===== src/verilog/azs_pkg.sv =====
/*
  Constants for the offset auto-zero sequencer: I/O port addresses,
  port codes, approximation start values and strobe timing.
  Assumes a 250 MHz system clock.
*/
package azs_pkg;

  // ------------------------------------------------------------------
  // Clock
  // ------------------------------------------------------------------
  localparam int CLK_PERIOD_PS = 4000;

  // ------------------------------------------------------------------
  // I/O port addresses
  // ------------------------------------------------------------------
  localparam logic [7:0] ADDR_CONV = 8'he4;
  localparam logic [7:0] ADDR_TRIM = 8'he5;
  localparam logic [7:0] ADDR_SWITCH = 8'he6;
  localparam logic [7:0] ADDR_CTRL = 8'he7;

  // ------------------------------------------------------------------
  // Port codes
  // ------------------------------------------------------------------
  localparam logic [7:0] CTRL_WORD_MODE0 = 8'h90;
  localparam logic [7:0] SWITCH_ZEROING = 8'h01;
  localparam logic [7:0] SWITCH_TOGGLE = 8'h03;
  localparam logic [7:0] POINTER_INIT = 8'h80;
  localparam logic [7:0] TRIM_INIT = 8'h7f;
  localparam logic [7:0] DATA_INVERT = 8'hff;
  localparam logic [15:0] READ_ROUTINE_ADDR = 16'h3c3d;

  // ------------------------------------------------------------------
  // Strobe timing
  // ------------------------------------------------------------------
  localparam int WR_STROBE_NS = 20;
  localparam int RD_ACCESS_NS = 135;
  localparam int WR_STROBE_CYC_I = (WR_STROBE_NS * 1000 + CLK_PERIOD_PS - 1) / CLK_PERIOD_PS;
  localparam int RD_ACCESS_CYC_I = (RD_ACCESS_NS * 1000 + CLK_PERIOD_PS - 1) / CLK_PERIOD_PS;
  localparam logic [5:0] WR_STROBE_CYC = 6'(WR_STROBE_CYC_I);
  localparam logic [5:0] RD_ACCESS_CYC = 6'(RD_ACCESS_CYC_I);

  // ------------------------------------------------------------------
  // Sequencer states, Gray along the zeroing path except the AZS_EVAL to AZS_LOAD and AZS_NORMAL to AZS_IDLE steps
  // ------------------------------------------------------------------
  typedef enum logic [3:0] {
    AZS_IDLE = 4'h0,
    AZS_CFG = 4'h1,
    AZS_SHORT = 4'h3,
    AZS_LOAD = 4'h2,
    AZS_START = 4'h6,
    AZS_WAIT = 4'h7,
    AZS_READ = 4'h5,
    AZS_EVAL = 4'h4,
    AZS_DONE = 4'hc,
    AZS_NORMAL = 4'hd,
    AZS_MSTART = 4'hf,
    AZS_MWAIT = 4'he,
    AZS_MREAD = 4'ha
  } azs_state_e;

endpackage


===== src/verilog/azs_sequencer.sv =====
/*
  Offset auto-zero sequencer: drives the parallel port interface of a
  switched preamp and 8-bit converter, finds the trim word by successive
  approximation, then runs normal conversions on request.
  Assumes inverting buffers on the converter data lines only, an active-low
  conversion-done interrupt pin and static converter data while read.
*/
`timescale 1ns/1ps
module azs_sequencer #(
  parameter int DATA_W = 8
) (
  input wire logic clk,
  input wire logic rst_n,
  input wire logic ce,
  input wire logic cal_start,
  input wire logic meas_start,
  input wire logic conversion_done_interrupt_n,
  input wire logic [DATA_W-1:0] io_rdata,
  output logic [7:0] io_addr,
  output logic [DATA_W-1:0] io_wdata,
  output logic io_wr,
  output logic io_rd,
  output logic busy,
  output logic zeroed,
  output logic [DATA_W-1:0] result,
  output logic result_valid,
  output logic [DATA_W-1:0] trim_code,
  output logic [15:0] branch_addr
);

  // ------------------------------------------------------------------
  // Pin synchronisers
  // ------------------------------------------------------------------
  logic int_s1;
  logic int_s2;
  logic int_s3;
  logic int_level;
  logic int_fall;
  logic [DATA_W-1:0] rd_s1;
  logic [DATA_W-1:0] rd_s2;
  logic [DATA_W-1:0] rd_s3;

  always_ff @(posedge clk or negedge rst_n) begin
    if (!rst_n) begin
      int_s1 <= 1'b1;
      int_s2 <= 1'b1;
      int_s3 <= 1'b1;
      rd_s1 <= '0;
      rd_s2 <= '0;
      rd_s3 <= '0;
    end else if (ce) begin
      int_s1 <= conversion_done_interrupt_n;
      int_s2 <= int_s1;
      int_s3 <= int_s2;
      rd_s1 <= io_rdata;
      rd_s2 <= rd_s1;
      rd_s3 <= rd_s2;
    end
  end

  // Accepted interrupt level changes once stages two and three agree
  always_ff @(posedge clk or negedge rst_n) begin
    if (!rst_n) begin
      int_level <= 1'b1;
    end else if (ce && (int_s2 == int_s3)) begin
      int_level <= int_s3;
    end
  end

  assign int_fall = int_level && !int_s2 && !int_s3;

  // ------------------------------------------------------------------
  // Sequencer
  // ------------------------------------------------------------------
  azs_pkg::azs_state_e state;
  logic [5:0] cnt;
  logic [DATA_W-1:0] pointer;
  logic [DATA_W-1:0] conv_data;
  logic [DATA_W-1:0] next_trim;
  logic [DATA_W-1:0] next_pointer;
  logic wr_done;
  logic rd_ready;

  assign wr_done = (cnt == azs_pkg::WR_STROBE_CYC);
  assign rd_ready = (cnt >= azs_pkg::RD_ACCESS_CYC) && (rd_s2 == rd_s3);

  // Trial evaluation per the approximation step
  always_comb begin
    next_trim = trim_code;
    if (conv_data != '0) begin
      next_trim = trim_code | pointer;
    end
    next_pointer = pointer >> 1;
    next_trim = next_trim ^ next_pointer;
  end

  always_ff @(posedge clk or negedge rst_n) begin
    if (!rst_n) begin
      state <= azs_pkg::AZS_IDLE;
      cnt <= '0;
      io_addr <= '0;
      io_wdata <= '0;
      io_wr <= 1'b0;
      io_rd <= 1'b0;
      busy <= 1'b0;
      zeroed <= 1'b0;
      pointer <= '0;
      trim_code <= '0;
      conv_data <= '0;
      result <= '0;
      result_valid <= 1'b0;
      branch_addr <= '0;
    end else if (ce) begin
      result_valid <= 1'b0;
      case (state)
        azs_pkg::AZS_IDLE: begin
          if (cal_start) begin
            busy <= 1'b1;
            zeroed <= 1'b0;
            cnt <= '0;
            state <= azs_pkg::AZS_CFG;
          end else if (meas_start && zeroed) begin
            busy <= 1'b1;
            cnt <= '0;
            state <= azs_pkg::AZS_MSTART;
          end
        end
        azs_pkg::AZS_CFG: begin
          io_addr <= azs_pkg::ADDR_CTRL;
          io_wdata <= azs_pkg::CTRL_WORD_MODE0;
          io_wr <= !wr_done;
          cnt <= wr_done ? 6'h00 : cnt + 6'h01;
          if (wr_done) begin
            state <= azs_pkg::AZS_SHORT;
          end
        end
        azs_pkg::AZS_SHORT: begin
          io_addr <= azs_pkg::ADDR_SWITCH;
          io_wdata <= azs_pkg::SWITCH_ZEROING;
          io_wr <= !wr_done;
          cnt <= wr_done ? 6'h00 : cnt + 6'h01;
          if (wr_done) begin
            pointer <= azs_pkg::POINTER_INIT;
            trim_code <= azs_pkg::TRIM_INIT;
            state <= azs_pkg::AZS_LOAD;
          end
        end
        azs_pkg::AZS_LOAD: begin
          io_addr <= azs_pkg::ADDR_TRIM;
          io_wdata <= trim_code;
          io_wr <= !wr_done;
          cnt <= wr_done ? 6'h00 : cnt + 6'h01;
          if (wr_done) begin
            state <= azs_pkg::AZS_START;
          end
        end
        azs_pkg::AZS_START, azs_pkg::AZS_MSTART: begin
          io_addr <= azs_pkg::ADDR_CONV;
          io_wdata <= '0;
          io_wr <= !wr_done;
          cnt <= wr_done ? 6'h00 : cnt + 6'h01;
          if (wr_done) begin
            state <= (state == azs_pkg::AZS_START) ? azs_pkg::AZS_WAIT : azs_pkg::AZS_MWAIT;
          end
        end
        azs_pkg::AZS_WAIT, azs_pkg::AZS_MWAIT: begin
          if (int_fall) begin
            branch_addr <= azs_pkg::READ_ROUTINE_ADDR;
            cnt <= '0;
            state <= (state == azs_pkg::AZS_WAIT) ? azs_pkg::AZS_READ : azs_pkg::AZS_MREAD;
          end
        end
        azs_pkg::AZS_READ, azs_pkg::AZS_MREAD: begin
          io_addr <= azs_pkg::ADDR_CONV;
          io_rd <= !rd_ready;
          if (!rd_ready) begin
            cnt <= cnt + 6'h01;
          end else begin
            cnt <= '0;
            if (state == azs_pkg::AZS_READ) begin
              conv_data <= rd_s3 ^ azs_pkg::DATA_INVERT;
              state <= azs_pkg::AZS_EVAL;
            end else begin
              result <= rd_s3 ^ azs_pkg::DATA_INVERT;
              result_valid <= 1'b1;
              busy <= 1'b0;
              state <= azs_pkg::AZS_IDLE;
            end
          end
        end
        azs_pkg::AZS_EVAL: begin
          // Pointer walks 80 down to 01: eight trials
          if (next_pointer == '0) begin
            if (conv_data != '0) begin
              trim_code <= trim_code | pointer;
            end
            state <= azs_pkg::AZS_DONE;
          end else begin
            trim_code <= next_trim;
            pointer <= next_pointer;
            state <= azs_pkg::AZS_LOAD;
          end
        end
        azs_pkg::AZS_DONE: begin
          io_addr <= azs_pkg::ADDR_SWITCH;
          io_wdata <= azs_pkg::SWITCH_ZEROING ^ azs_pkg::SWITCH_TOGGLE;
          io_wr <= !wr_done;
          cnt <= wr_done ? 6'h00 : cnt + 6'h01;
          if (wr_done) begin
            state <= azs_pkg::AZS_NORMAL;
          end
        end
        azs_pkg::AZS_NORMAL: begin
          // Last trim write stays on the port
          zeroed <= 1'b1;
          busy <= 1'b0;
          state <= azs_pkg::AZS_IDLE;
        end
        default: begin
          io_wr <= 1'b0;
          io_rd <= 1'b0;
          busy <= 1'b0;
          state <= azs_pkg::AZS_IDLE;
        end
      endcase
    end
  end

endmodule


===== config.mk =====
export PLATFORM = sky130hd
export DESIGN_NAME = azs_sequencer
export DESIGN_NICKNAME = d
export VERILOG_FILES = /design/src/verilog/azs_pkg.sv /design/src/verilog/azs_sequencer.sv
export SDC_FILE = /design/constraint.sdc
export NUM_CORES = 1
export LEC_CHECK = 0
export ABC_CLOCK_PERIOD_IN_PS = 3900
export BUFFER_PORTS_ARGS = -buffer_cell sky130_fd_sc_hd__buf_2
export CORE_MARGIN = 2
export CORE_UTILIZATION = 61
export DETAILED_ROUTE_END_ITERATION = 10
export MAX_ROUTING_LAYER = met4
export PLACE_DENSITY = 0.82
export SETUP_SLACK_MARGIN = 0.4
export SLEW_MARGIN = 10
export SYNTH_ARGS = -nofsm -noshare
export SYNTH_HDL_FRONTEND = slang
export SYNTH_SLANG_ARGS = --single-unit
export TNS_END_PERCENT = 5

===== constraint.sdc =====
create_clock -name clk -period 3.9 [get_ports clk]
set_input_delay 0.39 -clock clk [delete_from_list [all_inputs] [get_ports clk]]
set_output_delay 0.39 -clock clk [all_outputs]
set_load 0.01 [all_outputs]

Word level (Yosys, flattened, before mapping)
Cells that the tools add are included.
Word-level totals
  register bits: 92
  output and inout bits: 53
  logic and storage cells: 136
Cells by class
  $add $sub $neg: 1
  magnitude comparators: 1
  equality and inequality tests: 26
  mux-type cells: 41
  bitwise logic cells: 7
  reductions and logical operators: 39
Operator list (number)
  $mux W4: 12
  $mux W8: 5
  $pmux W8 S5: 1
  $pmux W4 S9: 1
  $pmux W8 S2: 2
  $pmux W8 S4: 1
  $mux W6: 5
  $pmux W6 S4: 1
  $eq A4 B4 Y1 const B: 5
  $ne A2 B2 Y1 const B: 10
  $eq A4 B3 Y1 const B: 4
  $reduce_and A4 Y1: 4
  $reduce_or A11 Y1: 1
  $reduce_and A3 Y1: 3
  $reduce_and A9 Y1: 1
  $reduce_or A9 Y1: 1
  $eq A4 B2 Y1 const B: 2
  $eq A8 B8 Y1: 1
  $logic_not A8 Y1: 1
  $mux W1: 8
  $not A8 Y8: 1
  $or A8 B8 Y8: 1
  $reduce_and A2 Y1: 4
  $reduce_bool A4 Y1: 2
  other kinds (22): 38

Longest topological paths before layout
  depth in word-level cells: 5
  depth in mapped cells: 8
  mapped depth without buffers: 7

Worst setup path before layout
OpenSTA, ideal clock, no wires.
  kind: reg2reg
  start: register cnt[2]
  end: register state[0]
  setup time: 0.125 ns
  arrival: 1.895 ns
  required time: 3.775 ns
  path slack: 1.880 ns
  cell stages (with the launch flop): 7
  path buffers: 1
  period minus slack after synthesis: 2.020 ns
  cells stage by stage: dfrtp_1 -> or4_1 -> o211ai_2 -> o31ai_4 -> buf_4 -> nand3_1 -> mux2_2
Between the ends
  cells in the longest elaborated chain, start to end: 4
  elaborated cells between the ends (all ways): 10
  classes of those cells: order compare (1); eq/ne (7); reduce/logical (2)
RTL lines
  from (decl): line azs_sequencer.sv:76  | logic [5:0] cnt;
  from (signal assigned): line azs_sequencer.sv:132  | cnt <= wr_done ? 6'h00 : cnt + 6'h01;
  from (signal assigned): line azs_sequencer.sv:141  | cnt <= wr_done ? 6'h00 : cnt + 6'h01;
  from (signal assigned): line azs_sequencer.sv:152  | cnt <= wr_done ? 6'h00 : cnt + 6'h01;
  $ge A6 B6 Y1: line azs_sequencer.sv:85  | assign rd_ready = (cnt >= azs_pkg::RD_ACCESS_CYC) && (rd_s2 == rd_s3);
  $logic_and A1 B1 Y1: line azs_sequencer.sv:85
  $ne A2 B2 Y1 (no source line)
  $reduce_and A9 Y1 (no source line) *
  to (signal assigned): line azs_sequencer.sv:99  | state <= azs_pkg::AZS_IDLE;
  to (signal assigned): line azs_sequencer.sv:121  | state <= azs_pkg::AZS_CFG;
  to (signal assigned): line azs_sequencer.sv:125  | state <= azs_pkg::AZS_MSTART;
  to (decl): line azs_sequencer.sv:75  | azs_pkg::azs_state_e state;
Every way passes the cells marked *; elsewhere a longest branch is shown, timed or not.
A chain may end at the register's enable or synchronous reset.

Worst setup path after layout
  start: register state[0]
  end: register cnt[2]
Between the ends
  cells in the longest elaborated chain, start to end: 4
  elaborated cells between the ends (all ways): 19
  classes of those cells: eq/ne (12); mux (1); reduce/logical (6)
RTL lines
  $eq A4 B3 Y1 (tied with other cells): line azs_sequencer.sv:115  | case (state)
  $reduce_or A6 Y1 (no source line) (tied with other cells)
  $reduce_bool A4 Y1 (no source line) or $ne A2 B2 Y1 (tied branches)
  $reduce_and A4 Y1 (no source line)
Parallel ways exist; a longest one is shown, timed or not.

==> results.sh <==
export IMPL_rsz0062_at_grt="false"
export IMPL_avgSynthCellArea_sq_um=10.8
export IMPL_ff2ff_path_depth=5
export IMPL_start_kind="register"
export IMPL_synthArstFlopShare_pct=100
export IMPL_synth_edff_count=0
export IMPL_met2_length_microns=4300
export IMPL_worstPathArrival_ns=2.99
export IMPL_multiInputGateArea_sq_um=1980
export IMPL_reg2reg_to="cnt[2]$_DFFE_PN0P_"
export IMPL_finalHoldViolations=0
export IMPL_hold_path_class="input pin to async pin"
export IMPL_die_w_microns=90.1
export IMPL_required_ns=4.13
export IMPL_crit_path_start="state[0]$_DFFE_PN0P_"
export IMPL_yosysWarningCount=0
export IMPL_cts_tree="done"
export IMPL_start_util_pct=62.7
export IMPL_maxSlewViolCount=0
export IMPL_antenna_found_initial=0
export IMPL_cp_slowest_stage_delay_ns=0.75
export IMPL_grt_ovfl_total=0
export IMPL_drtAntennaViolNets=0
export IMPL_viasPerCell=5.75
export IMPL_rows=31
export IMPL_endpoint_kind="register"
export IMPL_hpwl_microns=5980
export IMPL_worstSetupPathType="register to register"
export IMPL_cts_sinks=87
export IMPL_final_common_cell="dfrtp_1"
export IMPL_place_gp_congestion=0.860
export IMPL_antenna_cells=0
export IMPL_fin_worst_skew_ns=0.0146
export IMPL_dieArea_sq_um=8120
export IMPL_finalNetCount=470
export IMPL_cts_resized=0
export IMPL_outcome="complete, no violations"
export IMPL_dr_wl_met3_microns=440
export IMPL_grt_usage_pct=23.8
export IMPL_tightest_slew_ns=1.05
export IMPL_reg2reg_setup_slack_ns=1.15
export IMPL_area_growth_synth_to_final_pct=8.11
export IMPL_r2r_start="state[0]$_DFFE_PN0P_"
export IMPL_cts_buffers=9
export IMPL_synth_seq_area_share_pct=48.2
export IMPL_cp_slowest_cell="dfrtp_1"
export IMPL_vdd_drop_max_uv=302
export IMPL_cts_hold_buffers=0
export IMPL_power_leakage_nw=2.15
export IMPL_post_cts_buffers=0
export IMPL_powerDensity_nw_per_um2=683
export IMPL_io_pins=67
export IMPL_grt_max_degree=88
export IMPL_finalCriticalPeriod_ns=2.75
export IMPL_grt_pass1_vias=3116
export IMPL_n_fill_cell=549
export IMPL_routed_top_layer="met4"
export IMPL_htree_num_levels=3
export IMPL_drt_met1_wl_microns=3860
export IMPL_drive_gt1_share_pct=25.5
export IMPL_path_cells="nor2b_1 > nor3_1 > o21ai_2 > nand2_1 > a311o_1"
export IMPL_cts_root_buffer="clkbuf_8"
export IMPL_insertion_delay_ns=0.36
export IMPL_drcViolationCount=0
export IMPL_worst_path_max_fanout=20
export IMPL_final_cell_mix="dfrtp_1, buf_2, o21ai_0"
export IMPL_wl_per_cell_microns=15.8
export IMPL_maxCapViolCount=0
export IMPL_ff_latch_area_sq_um=2180
export IMPL_total_power_w=0.00334
export IMPL_die_h_microns=90.1
export IMPL_grt_pass1_wl_microns=15200
export IMPL_netlist_area_sq_um=4520
export IMPL_fin_crit_sh_pct=70.6
export IMPL_fmax_mhz=363
export IMPL_synth_top_flop_cell="dfrtp_1"
export IMPL_drt_total_wl_microns=8790
export IMPL_vias=3205
export IMPL_core_area_sq_um=7210
export IMPL_drt_first_iter_violations=316
export IMPL_synthCells=420
export IMPL_setup_viol=0
export IMPL_clkTransAtPathRegs_ns=0.09
export IMPL_drtPass1Iterations=5
export IMPL_synth_seq_cells=87
export IMPL_tns_ns=0
export IMPL_slew_limit_headroom_pct=29.0
export IMPL_port_buffers=57
export IMPL_clock_path_buffers=2
export IMPL_yosys_cell_types_count=64
## synth_stat cells, drive strengths merged (8+ instances only)
cell type,count,area (sq um)
a22o,10,87.6
o21ai,35,190
a2bb2oi,8,70.1
nand3,15,75.1
dfrtp,83,2080
inv,31,116
clkbuf,14,52.6
mux2,28,315
buf,30,226
nand2,27,101
mux2i,17,170
xnor2,17,149
nor3,8,40.0
a21oi,14,70.1
## stage by stage
step	std cells	hold WS, ns	setup WS, ns	cell area, sq um	utilization [%]
detailed placement	541	0.450	1.25	4690	65.1
finish	557	0.225	1.15	4890	67.8
floorplan	428	0.0944	1.88	4550	-
global placement	541	0.450	1.40	4690	65.1
CTS	557	0.242	1.22	4890	67.8
global route	557	0.245	0.893	4890	67.8
## sequential cells by signal (all words and copies together), names as in the netlist, 8 cells and up
name       flops
rd_s2          8
rd_s1          8
pointer        8
trim_code      8
rd_s3          8
io_wdata       8
result         8
conv_data      8
## layout make-up
class | instances | area share (%)
Clock inverter | 6 | 1.41
Tap cell | 99 | 2.53
Inverter | 31 | 2.38
Sequential cell | 87 | 44.6
Clock buffer | 10 | 2.61
Multi-Input combinational cell | 266 | 40.4
Timing Repair Buffer | 58 | 6.04
## where the power goes
| part | leakage [nW] | switching (W) | internal, W |
|---|---|---|---|
| Combinational | 1.04 | 0.000707 | 0.000566 |
| Sequential | 1.01 | 0.000325 | 0.00111 |
| Clock | 0.0973 | 0.000329 | 0.000301 |
| Total | 2.15 | 0.00136 | 0.00198 |
## per-layer routing
metal	track usage [%]	vias up
li1	-	1535
met1	31.6	1544
met2	36.1	106
met3	5.11	20
met4	9.23	0
met5	-	-
## critical path: cells and delay by family (launching register included)
| kind | cells | cell delay [ns] |
|---|---|---|
| AND/OR/NAND/NOR | 3 | 0.89 |
| AO/OA/AOI/OAI | 2 | 0.98 |
| flip-flops | 1 | 0.75 |
## how the worst max path moves through the flow
| stage | end | slack [ns] | depth (start not counted) |
|---|---|---|---|
| 6_report | cnt[2]$_DFFE_PN0P_ | 1.15 | 5 |
| 2_1_floorplan | state[0]$_DFFE_PN0P_ | 1.88 | 6 |
| 5_1_grt | io_wdata[2]$_DFFE_PN0P_ | 0.89 | 4 |
| 3_3_place_gp | cnt[2]$_DFFE_PN0P_ | 1.40 | 5 |
| 4_1_cts | cnt[2]$_DFFE_PN0P_ | 1.22 | 5 |
| 3_5_place_dp | cnt[2]$_DFFE_PN0P_ | 1.25 | 5 |
## kinds of logic (layout without fill, tap and decap cells)
logic type | count (synthesis) | after routing | synth area share, %
flip-flops | 87 | 87 | 48.2
buffers and inverters | 75 | 105 | 8.74
AO/OA/AOI/OAI | 108 | 108 | 18.3
adder cells (fa/ha/maj) | 3 | 3 | 0.830
multiplexers | 45 | 45 | 10.7
other | 1 | 9 | 0.0829
XOR/XNOR | 18 | 18 | 3.49
AND/OR/NAND/NOR | 83 | 83 | 9.63
(Power assumes the default switching activity.)
